`config.mk`:
```
export PLATFORM = sky130hd
export DESIGN_NAME = mlhp_host_port
export DESIGN_NICKNAME = d
export VERILOG_FILES = /design/src/hdl/mlhp_pkg.sv /design/src/hdl/mlhp_host_port.sv
export VERILOG_INCLUDE_DIRS = /design/src /design/src/hdl
export SDC_FILE = /design/constraint.sdc
export NUM_CORES = 1
export LEC_CHECK = 0
export ABC_AREA = 1
export BUFFER_PORTS_ARGS = -buffer_cell sky130_fd_sc_hd__buf_2
export CAP_MARGIN = 20
export CORE_MARGIN = 1.5
export CORE_UTILIZATION = 47
export CTS_CLUSTER_DIAMETER = 100
export CTS_CLUSTER_SIZE = 25
export DETAILED_ROUTE_END_ITERATION = 7
export PLACE_DENSITY = 0.87
export SYNTH_ARGS = -nofsm -noshare
export SYNTH_HDL_FRONTEND = slang
export SYNTH_SLANG_ARGS = --single-unit
```
`constraint.sdc`:
```
create_clock -name CLK -period 1.6 [get_ports CLK]
set_clock_uncertainty 0.2 [all_clocks]
set_input_delay 0.24 -clock CLK [delete_from_list [all_inputs] [get_ports CLK]]
set_output_delay 0.24 -clock CLK [all_outputs]
set_load 0.02 [all_outputs]
```
`src/hdl/mlhp_params.svh`:
```
// Constants of the host port: address decode, status fields, timing.
// Assumes inclusion by the host port module only.
`ifndef MLHP_PARAMS_SVH
`define MLHP_PARAMS_SVH
`define MLHP_CLK_MHZ 50
`define MLHP_CMD_CYCLES 3'h4
`define MLHP_WADDR_MAIN 4'h0
`define MLHP_WADDR_ERR 4'h1
`define MLHP_WADDR_EVT 4'h2
`define MLHP_WADDR_EXT 4'h3
`define MLHP_MAIN_STOP 0
`define MLHP_MAIN_ERR 1
`define MLHP_MAIN_EVT 2
`define MLHP_MAIN_BUSY 3
`define MLHP_EXT_DECEL 0
`define MLHP_EXT_START 1
`define MLHP_RESET_BYTE 8'h00
`define MLHP_RESET_WORD 16'h0000
`endif

```
`src/hdl/mlhp_pkg.sv`:
```
// Types shared by the host port of the motion controller.
// Assumes the constants header is on the include path.
`default_nettype none
package mlhp_pkg;
  typedef enum logic [1:0] {
    MLHP_MODE_STROBE = 2'b00,
    MLHP_MODE_WAITA = 2'b01,
    MLHP_MODE_READY = 2'b10,
    MLHP_MODE_BYTE = 2'b11
  } mlhp_mode_t;
  typedef logic [2:0] mlhp_irq_t;
endpackage
`default_nettype wire

```
`src/hdl/mlhp_host_port.sv`:
```
// Host port of the motion controller: parallel bus, busy and wait pacing,
// interrupt classes with read-to-clear, shared deceleration and start lines.
// Assumes all host pins are asynchronous to CLK and the shared lines have pull-ups.
`include "mlhp_params.svh"
`default_nettype none
// Contract
// Interrupt output goes low while any unmasked stop, error or event is pending.
// Main status word shows which interrupt class is pending.
// Reading main, error or event status clears that pending interrupt.
// A mask keeps chosen interrupt classes off the interrupt output.
// Each written command takes four clocks; no access is accepted meanwhile.
// Wait request is low only while chip select and command busy are low.
// Accepting a write command drives command busy low.
// Command busy returns high as soon as processing finishes.
// Host checks command busy is high before its next access.
// A host without wait input paces accesses by command busy.
// In 16-bit width, low data lines carry low byte, high lines high byte.
// Both mode selects high gives an 8-bit bus; upper data lines ignored.
// Lowest address bit meaning depends on the mode select setting.
// Shared deceleration line is open drain; any device pulling low decelerates all.
// Shared start line is open drain; any device pulling low starts all.
// Extension status shows current shared deceleration and start levels.
// Shared lines are only pulled low or released, never driven high.
// Shared lines are sampled on the reference clock by every device.
module mlhp_host_port
  import mlhp_pkg::*;
#(
  parameter int CAUSE_W = 8
) (
  input wire logic CLK,
  input wire logic RESETN,
  input wire logic CS_N,
  input wire logic RD_N,
  input wire logic WR_N,
  input wire logic [4:0] ADDR,
  input wire logic [15:0] D_IN,
  output logic [15:0] D_OUT,
  output logic D_LO_OE_N,
  output logic D_HI_OE_N,
  input wire logic HOST_MODE_SEL0,
  input wire logic HOST_MODE_SEL1,
  output logic INT_N,
  output logic WAIT_REQUEST_N,
  output logic COMMAND_BUSY_N,
  input wire logic SHARED_DECEL_N_IN,
  output logic SHARED_DECEL_N_OUT,
  output logic SHARED_DECEL_N_OE_N,
  input wire logic SHARED_START_N_IN,
  output logic SHARED_START_N_OUT,
  output logic SHARED_START_N_OE_N,
  input wire logic STOP_EVT,
  input wire logic [CAUSE_W-1:0] ERR_EVT,
  input wire logic [CAUSE_W-1:0] EVT_EVT,
  input wire logic [2:0] INT_MASK,
  input wire logic DECEL_REQ,
  input wire logic START_REQ,
  output logic DECEL_SEEN,
  output logic START_SEEN,
  output logic CMD_STB,
  output logic [4:0] CMD_ADDR,
  output logic [15:0] CMD_DATA
);
  localparam int SW = 28;
  logic [SW-1:0] meta_q;
  logic [SW-1:0] sync_q;
  logic cs_s, rd_s, wr_s, decel_s, start_s;
  logic [4:0] addr_s;
  logic [15:0] din_s;
  mlhp_mode_t mode_s;
  logic byte_mode, wr_prev_q, rd_prev_q, busy;
  logic [2:0] cnt_q, cnt_d;
  logic stop_q, stop_d, oe_q, oe_d, stb_q, stb_d, int_n_q, int_n_d;
  logic [CAUSE_W-1:0] err_q, err_d, evt_q, evt_d;
  logic [15:0] dout_q, dout_d, cdata_q, cdata_d, rword;
  logic [4:0] caddr_q, caddr_d;
  logic wr_edge, rd_edge, acc_wr, acc_rd;
  mlhp_irq_t pend;

  // Two flops per pin; only the second stage feeds any logic.
  // sample shared lines
  always_ff @(posedge CLK or negedge RESETN) begin
    if (!RESETN) begin
      meta_q <= '1;
      sync_q <= '1;
    end else begin
      meta_q <= {CS_N, RD_N, WR_N, ADDR, D_IN, HOST_MODE_SEL1, HOST_MODE_SEL0,
                 SHARED_DECEL_N_IN, SHARED_START_N_IN};
      sync_q <= meta_q;
    end
  end
  assign cs_s = ~sync_q[27];
  assign rd_s = ~sync_q[26];
  assign wr_s = ~sync_q[25];
  assign addr_s = sync_q[24:20];
  assign din_s = sync_q[19:4];
  assign mode_s = mlhp_mode_t'(sync_q[3:2]);
  assign decel_s = ~sync_q[1];
  assign start_s = ~sync_q[0];

  // byte wide bus
  assign byte_mode = (mode_s == MLHP_MODE_BYTE);
  assign busy = (cnt_q != 3'h0);
  assign wr_edge = cs_s & wr_s & ~wr_prev_q;
  assign rd_edge = cs_s & rd_s & ~rd_prev_q;
  // no access while busy
  assign acc_wr = wr_edge & ~busy;
  assign acc_rd = rd_edge & ~busy;
  assign pend = {|evt_q, |err_q, stop_q};

  // class bits in main status
  // shared line levels
  always_comb begin
    rword = `MLHP_RESET_WORD;
    case (addr_s[4:1])
      `MLHP_WADDR_MAIN: begin
        rword[`MLHP_MAIN_STOP] = pend[0];
        rword[`MLHP_MAIN_ERR] = pend[1];
        rword[`MLHP_MAIN_EVT] = pend[2];
        rword[`MLHP_MAIN_BUSY] = busy;
      end
      `MLHP_WADDR_ERR: rword[CAUSE_W-1:0] = err_q;
      `MLHP_WADDR_EVT: rword[CAUSE_W-1:0] = evt_q;
      `MLHP_WADDR_EXT: begin
        rword[`MLHP_EXT_DECEL] = ~decel_s;
        rword[`MLHP_EXT_START] = ~start_s;
      end
      default: rword = `MLHP_RESET_WORD;
    endcase
  end

  always_comb begin
    cnt_d = cnt_q;
    stop_d = stop_q;
    err_d = err_q;
    evt_d = evt_q;
    oe_d = cs_s & rd_s & (oe_q | acc_rd);
    dout_d = dout_q;
    stb_d = acc_wr;
    caddr_d = caddr_q;
    cdata_d = cdata_q;
    // busy on accept
    // release after count
    if (acc_wr) begin
      cnt_d = `MLHP_CMD_CYCLES;
    end else if (busy) begin
      cnt_d = cnt_q - 3'h1;
    end
    // low address meaning
    // byte lanes
    if (acc_wr) begin
      caddr_d = byte_mode ? addr_s : {addr_s[4:1], 1'b0};
      cdata_d = byte_mode ? {`MLHP_RESET_BYTE, din_s[7:0]} : din_s;
    end
    if (acc_rd) begin
      if (byte_mode) begin
        dout_d = {`MLHP_RESET_BYTE, addr_s[0] ? rword[15:8] : rword[7:0]};
      end else begin
        dout_d = rword;
      end
    end
    // read clears, set wins
    if (acc_rd && addr_s[4:1] == `MLHP_WADDR_MAIN) begin
      stop_d = 1'b0;
    end
    if (acc_rd && addr_s[4:1] == `MLHP_WADDR_ERR) begin
      err_d = '0;
    end
    if (acc_rd && addr_s[4:1] == `MLHP_WADDR_EVT) begin
      evt_d = '0;
    end
    stop_d = stop_d | STOP_EVT;
    err_d = err_d | ERR_EVT;
    evt_d = evt_d | EVT_EVT;
    // request when pending
    // mask gating
    int_n_d = ~|(pend & ~INT_MASK);
  end

  always_ff @(posedge CLK or negedge RESETN) begin
    if (!RESETN) begin
      cnt_q <= 3'h0;
      stop_q <= 1'b0;
      err_q <= '0;
      evt_q <= '0;
      oe_q <= 1'b0;
      dout_q <= `MLHP_RESET_WORD;
      stb_q <= 1'b0;
      caddr_q <= 5'h00;
      cdata_q <= `MLHP_RESET_WORD;
      int_n_q <= 1'b1;
      wr_prev_q <= 1'b0;
      rd_prev_q <= 1'b0;
    end else begin
      cnt_q <= cnt_d;
      stop_q <= stop_d;
      err_q <= err_d;
      evt_q <= evt_d;
      oe_q <= oe_d;
      dout_q <= dout_d;
      stb_q <= stb_d;
      caddr_q <= caddr_d;
      cdata_q <= cdata_d;
      int_n_q <= int_n_d;
      wr_prev_q <= cs_s & wr_s;
      rd_prev_q <= cs_s & rd_s;
    end
  end

  assign D_OUT = dout_q;
  assign D_LO_OE_N = ~oe_q;
  // upper lines undriven
  assign D_HI_OE_N = ~(oe_q & ~byte_mode);
  assign INT_N = int_n_q;
  assign COMMAND_BUSY_N = ~busy;
  // wait only when selected and busy
  assign WAIT_REQUEST_N = ~(cs_s & busy);
  // pull low or release
  // shared deceleration drive
  // shared start drive
  assign SHARED_DECEL_N_OUT = 1'b0;
  assign SHARED_START_N_OUT = 1'b0;
  assign SHARED_DECEL_N_OE_N = ~DECEL_REQ;
  assign SHARED_START_N_OE_N = ~START_REQ;
  assign DECEL_SEEN = decel_s;
  assign START_SEEN = start_s;
  assign CMD_STB = stb_q;
  assign CMD_ADDR = caddr_q;
  assign CMD_DATA = cdata_q;

  property p_busy_len;
    @(posedge CLK) disable iff (!RESETN)
    acc_wr |=> (!COMMAND_BUSY_N) [*4] ##1 COMMAND_BUSY_N;
  endproperty
  a_busy_len: assert property (p_busy_len) else $error("busy not four cycles");
  property p_busy_set;
    @(posedge CLK) disable iff (!RESETN)
    $fell(COMMAND_BUSY_N) |-> $past(acc_wr) && CMD_STB;
  endproperty
  a_busy_set: assert property (p_busy_set) else $error("busy without accept");
  property p_wait;
    @(posedge CLK) disable iff (!RESETN)
    !WAIT_REQUEST_N |-> !$past(CS_N, 2) && !COMMAND_BUSY_N;
  endproperty
  a_wait: assert property (p_wait) else $error("wait outside busy select");
  property p_int;
    @(posedge CLK) disable iff (!RESETN)
    ##1 (INT_N == ~|($past(pend) & ~$past(INT_MASK)));
  endproperty
  a_int: assert property (p_int) else $error("interrupt mismatch");
  property p_clear;
    @(posedge CLK) disable iff (!RESETN)
    acc_rd && addr_s[4:1] == `MLHP_WADDR_MAIN && !STOP_EVT |=> !stop_q;
  endproperty
  a_clear: assert property (p_clear) else $error("stop not cleared by read");
  property p_set;
    @(posedge CLK) disable iff (!RESETN)
    |ERR_EVT |=> |err_q ##1 |err_q || $past(acc_rd);
  endproperty
  a_set: assert property (p_set) else $error("error event lost");
  property p_hi_lane;
    @(posedge CLK) disable iff (!RESETN)
    $past(HOST_MODE_SEL0, 2) && $past(HOST_MODE_SEL1, 2) |-> D_HI_OE_N;
  endproperty
  a_hi_lane: assert property (p_hi_lane) else $error("upper lane driven");
  property p_shared;
    @(posedge CLK) disable iff (!RESETN)
    DECEL_REQ |-> ##2 DECEL_SEEN;
  endproperty
  a_shared: assert property (p_shared) else $error("shared drive wrong");
endmodule
`default_nettype wire

```
==> flow_summary.ini <==
[layout]
nets = 557
seqCellArea_um2 = 2820
fin_cells = 613
area_delta_synth_final_pct = 38.8
multiInputGateArea_um2 = 951
drive_gt1_frac = 0.413
diodes = 0
final_cell_area_um2 = 5490
fill_cells = 595

[synth]
synth_edf_count = 0
synthTopCellsByCount = nand2_1, dfstp_2, dfrtp_1
synth_cell_types = 25
synth.most_common_cell = nand2_1
yosys.area.top_type = dfstp_2
netlist_area_um2 = 3960
synth_area_leaders = dfstp_2, dfrtp_1, nand2_1
synth_top_area_share = 0.379
yosysSeqAreaShare = 0.714
synthArstFlopShare = 1.00
dominantRegCellSynth = dfstp_2
synth_cells = 336
yosys_warnings = 0
synth_seq_cells = 110
syn_avg_cell_area_um2 = 11.8

[die]
core_area_um2 = 8180
initial_utilization = 0.484
core.rowCount = 33
ios = 101
fp.dieH_um = 94.7
die_width_um = 94.7
dieArea_um2 = 8970

[worst_setup_path]
crit_cells = 6
path_buf_inv = 3
worstSetupStartpointType = flop
critPathSlowestCell = dfrtp_1
worstPathMaxFanout = 4
endpoint_kind = output port
ff2ff_setup_slack_ns = -0.17
ff2ff_path_depth = 9
cp_common_cell = inv_2
critPathKind = flop to output port
r2r-start = cnt_q[1]$_DFFE_PN0P_
required_ns = 1.16
timing.rr.end = stop_q$_DFF_PN0_
critPathArrivalTime_ns = 1.38
path_cells = inv_2 -> ha_4 -> inv_2 -> nor2_4 -> or2_4 -> buf_6
path_delay_family = flip-flops
startpoint = cnt_q[1]$_DFFE_PN0P_
crit_end = WAIT_REQUEST_N
critPathMaxStageDelay_ns = 0.36

[timing]
setup_viol = 51
rsz0062_at_grt = yes
period_share = 1.14
setup_tns_ns = -6.13
fmax_ghz = 0.550
hold_ws_ns = 0.161
fin_ws_ns = -0.217
min_period_ns = 1.82
hold_viol_final = 0
slew_viol_final = 0

[outcome]
violations = setup timing
status = finished, violations left

[pwr]
ir_drop_uv = 831
intPower_mw = 4.99
powerDensity_nw_per_um2 = 1330
sw_frac_of_total = 0.318
power_frac_clock = 0.249
power_leakage_nw = 2.83
switchingPower_mw = 2.33
p_seq_frac = 0.484
combPwrFrac = 0.268

[routing]
viasPerCell = 4.68
drtAntennaViolNets = 0
dr.first_iter.drc_count = 131
wl_um = 8550
drcViolationCount = 0
wl_per_cell_um = 13.9
dr.pass1.iters = 4
vias = 2866

[placement]
hpwl_um = 5370
placed_area_um2 = 4580
port_buffers = 90
placed_cells = 537
gp_congestion = 0.899

[worst_hold_path]
whs_path_depth = 0
hp-class = flop to flop

[clocking]
root_buffer = clkbuf_8
clk_path_buf_depth = 2
clkSinkCount = 110
clock_latency_ns = 0.36
cts_buffers = 9
clkTransAtPathRegs_ns = 0.10
cts_tree = built
h-tree-depth = 3

[grt]
grt_util_all_layers = 0.202
grt_pass1_vias = 2956
antenna_found_initial = 0
overflow = 0
grt_first_pass_wirelength_um = 13400
grt_start_max_net_pins = 55

[run]
drv_cap = 0
## kinds of logic after synthesis
kind of cell / Yosys count / synth area share
adder cells (fa/ha/maj): 2 / 0.00633
XOR/XNOR: 1 / 0.00221
buffers and inverters: 51 / 0.0661
other: 1 / 0.000948
AND/OR/NAND/NOR: 137 / 0.155
AO/OA/AOI/OAI: 34 / 0.0557
flip-flops: 110 / 0.714
## sequential cells by signal (all words and copies together), names as in the netlist, 3 cells and up
| register | count |
|---|---|
| err_q | 8 |
| evt_q | 8 |
| cnt_q | 3 |
| CMD_ADDR | 5 |
| D_OUT | 8 |
| CMD_DATA | 16 |
| meta_q | 28 |
| sync_q | 28 |
## power groups by stage
stage          Clock [mW]  Sequential, mW  Combinational, mW
3_5_place_dp            0            3.56               1.74
6_report             1.82            3.54               1.96
4_1_cts              1.85            3.53               1.95
3_3_place_gp            0            3.56               1.67
2_1_floorplan           0            3.95              0.649
5_1_grt              1.95            3.57               2.14
## worst register-to-register path: cells and delay by family, from the launching register on
| kind | cells | cell delay [ns] |
|---|---|---|
| DFF | 1 | 0.39 |
| buffers and inverters | 4 | 0.47 |
| adders and majority gates | 1 | 0.13 |
| AOI/OAI and AO/OA | 1 | 0.08 |
| and+or+nand+nor | 3 | 0.42 |
## stage by stage
step	total power [mW]	setup slack, ns	util
floorplan	4.60	-0.0576	-
global placement	5.23	-0.00717	0.560
detailed placement	5.30	-0.0930	0.560
CTS	7.33	-0.231	0.668
global route	7.66	-0.277	0.671
finish	7.32	-0.217	0.671
## worst min-delay path by stage
stage | start | to | slack [ns]
final | meta_q[20]$_DFF_PN1_ | sync_q[20]$_DFF_PN1_ | 0.16
after global routing | meta_q[20]$_DFF_PN1_ | sync_q[20]$_DFF_PN1_ | 0.16
after CTS | meta_q[15]$_DFF_PN1_ | sync_q[15]$_DFF_PN1_ | 0.16
after detailed placement | RESETN | meta_q[18]$_DFF_PN1_ | 0.04
after global placement | RESETN | meta_q[15]$_DFF_PN1_ | 0.04
after floorplan | RESETN | CMD_ADDR[0]$_DFFE_PN0P_ | -0.26
## placed cells by master (no fill, tap or decap), types with 2 or more instances in the layout
master / instances
dfstp_2: 57
o21ai_1: 2
nand2_2: 3
inv_1: 28
clkbuf_8: 9
o21ai_0: 8
buf_8: 2
nor2_1: 15
dfrtp_1: 53
buf_4: 13
o21bai_1: 17
nor2_2: 5
inv_2: 6
o22ai_1: 6
nor2_4: 7
clkbuf_1: 2
buf_12: 4
bufinv_16: 2
conb_1: 10
nand3_1: 20
dlygate4sd3_1: 49
buf_6: 4
inv_6: 3
inv_4: 2
buf_2: 86
nand2_1: 84
## layout make-up
class	count	share of cell area
flip-flops and latches	110	0.514
repair inverters	3	0.00365
clock buffers	11	0.0239
clock inverters	5	0.0162
inverters	35	0.0248
repair buffers	159	0.220
multi-input cells	185	0.173
well taps	105	0.0239
## repair_timing
| item | 4_1_cts | 5_1_grt |
|---|---|---|
| endpoints found under the setup margin | 47 | 51 |
| hold buffers | 49 | 0 |
| buffers inserted | 4 | 2 |
| gates cloned | 5 | 0 |
| resized for setup | 19 | 4 |
| endpoints found under the hold margin | 156 | 0 |
| pin swaps | 6 | 3 |
## routing by layer
| layer | share of wire | GRT usage | up-vias |
|---|---|---|---|
| li1 | - | - | 1360 |
| met1 | 0.40 | 0.241 | 1380 |
| met2 | 0.52 | 0.335 | 101 |
| met3 | 0.051 | 0.0483 | 25 |
| met4 | 0.033 | 0.117 | 0 |
| met5 | 0 | 0 | - |
Note: power is estimated with default switching activity, not from simulation.
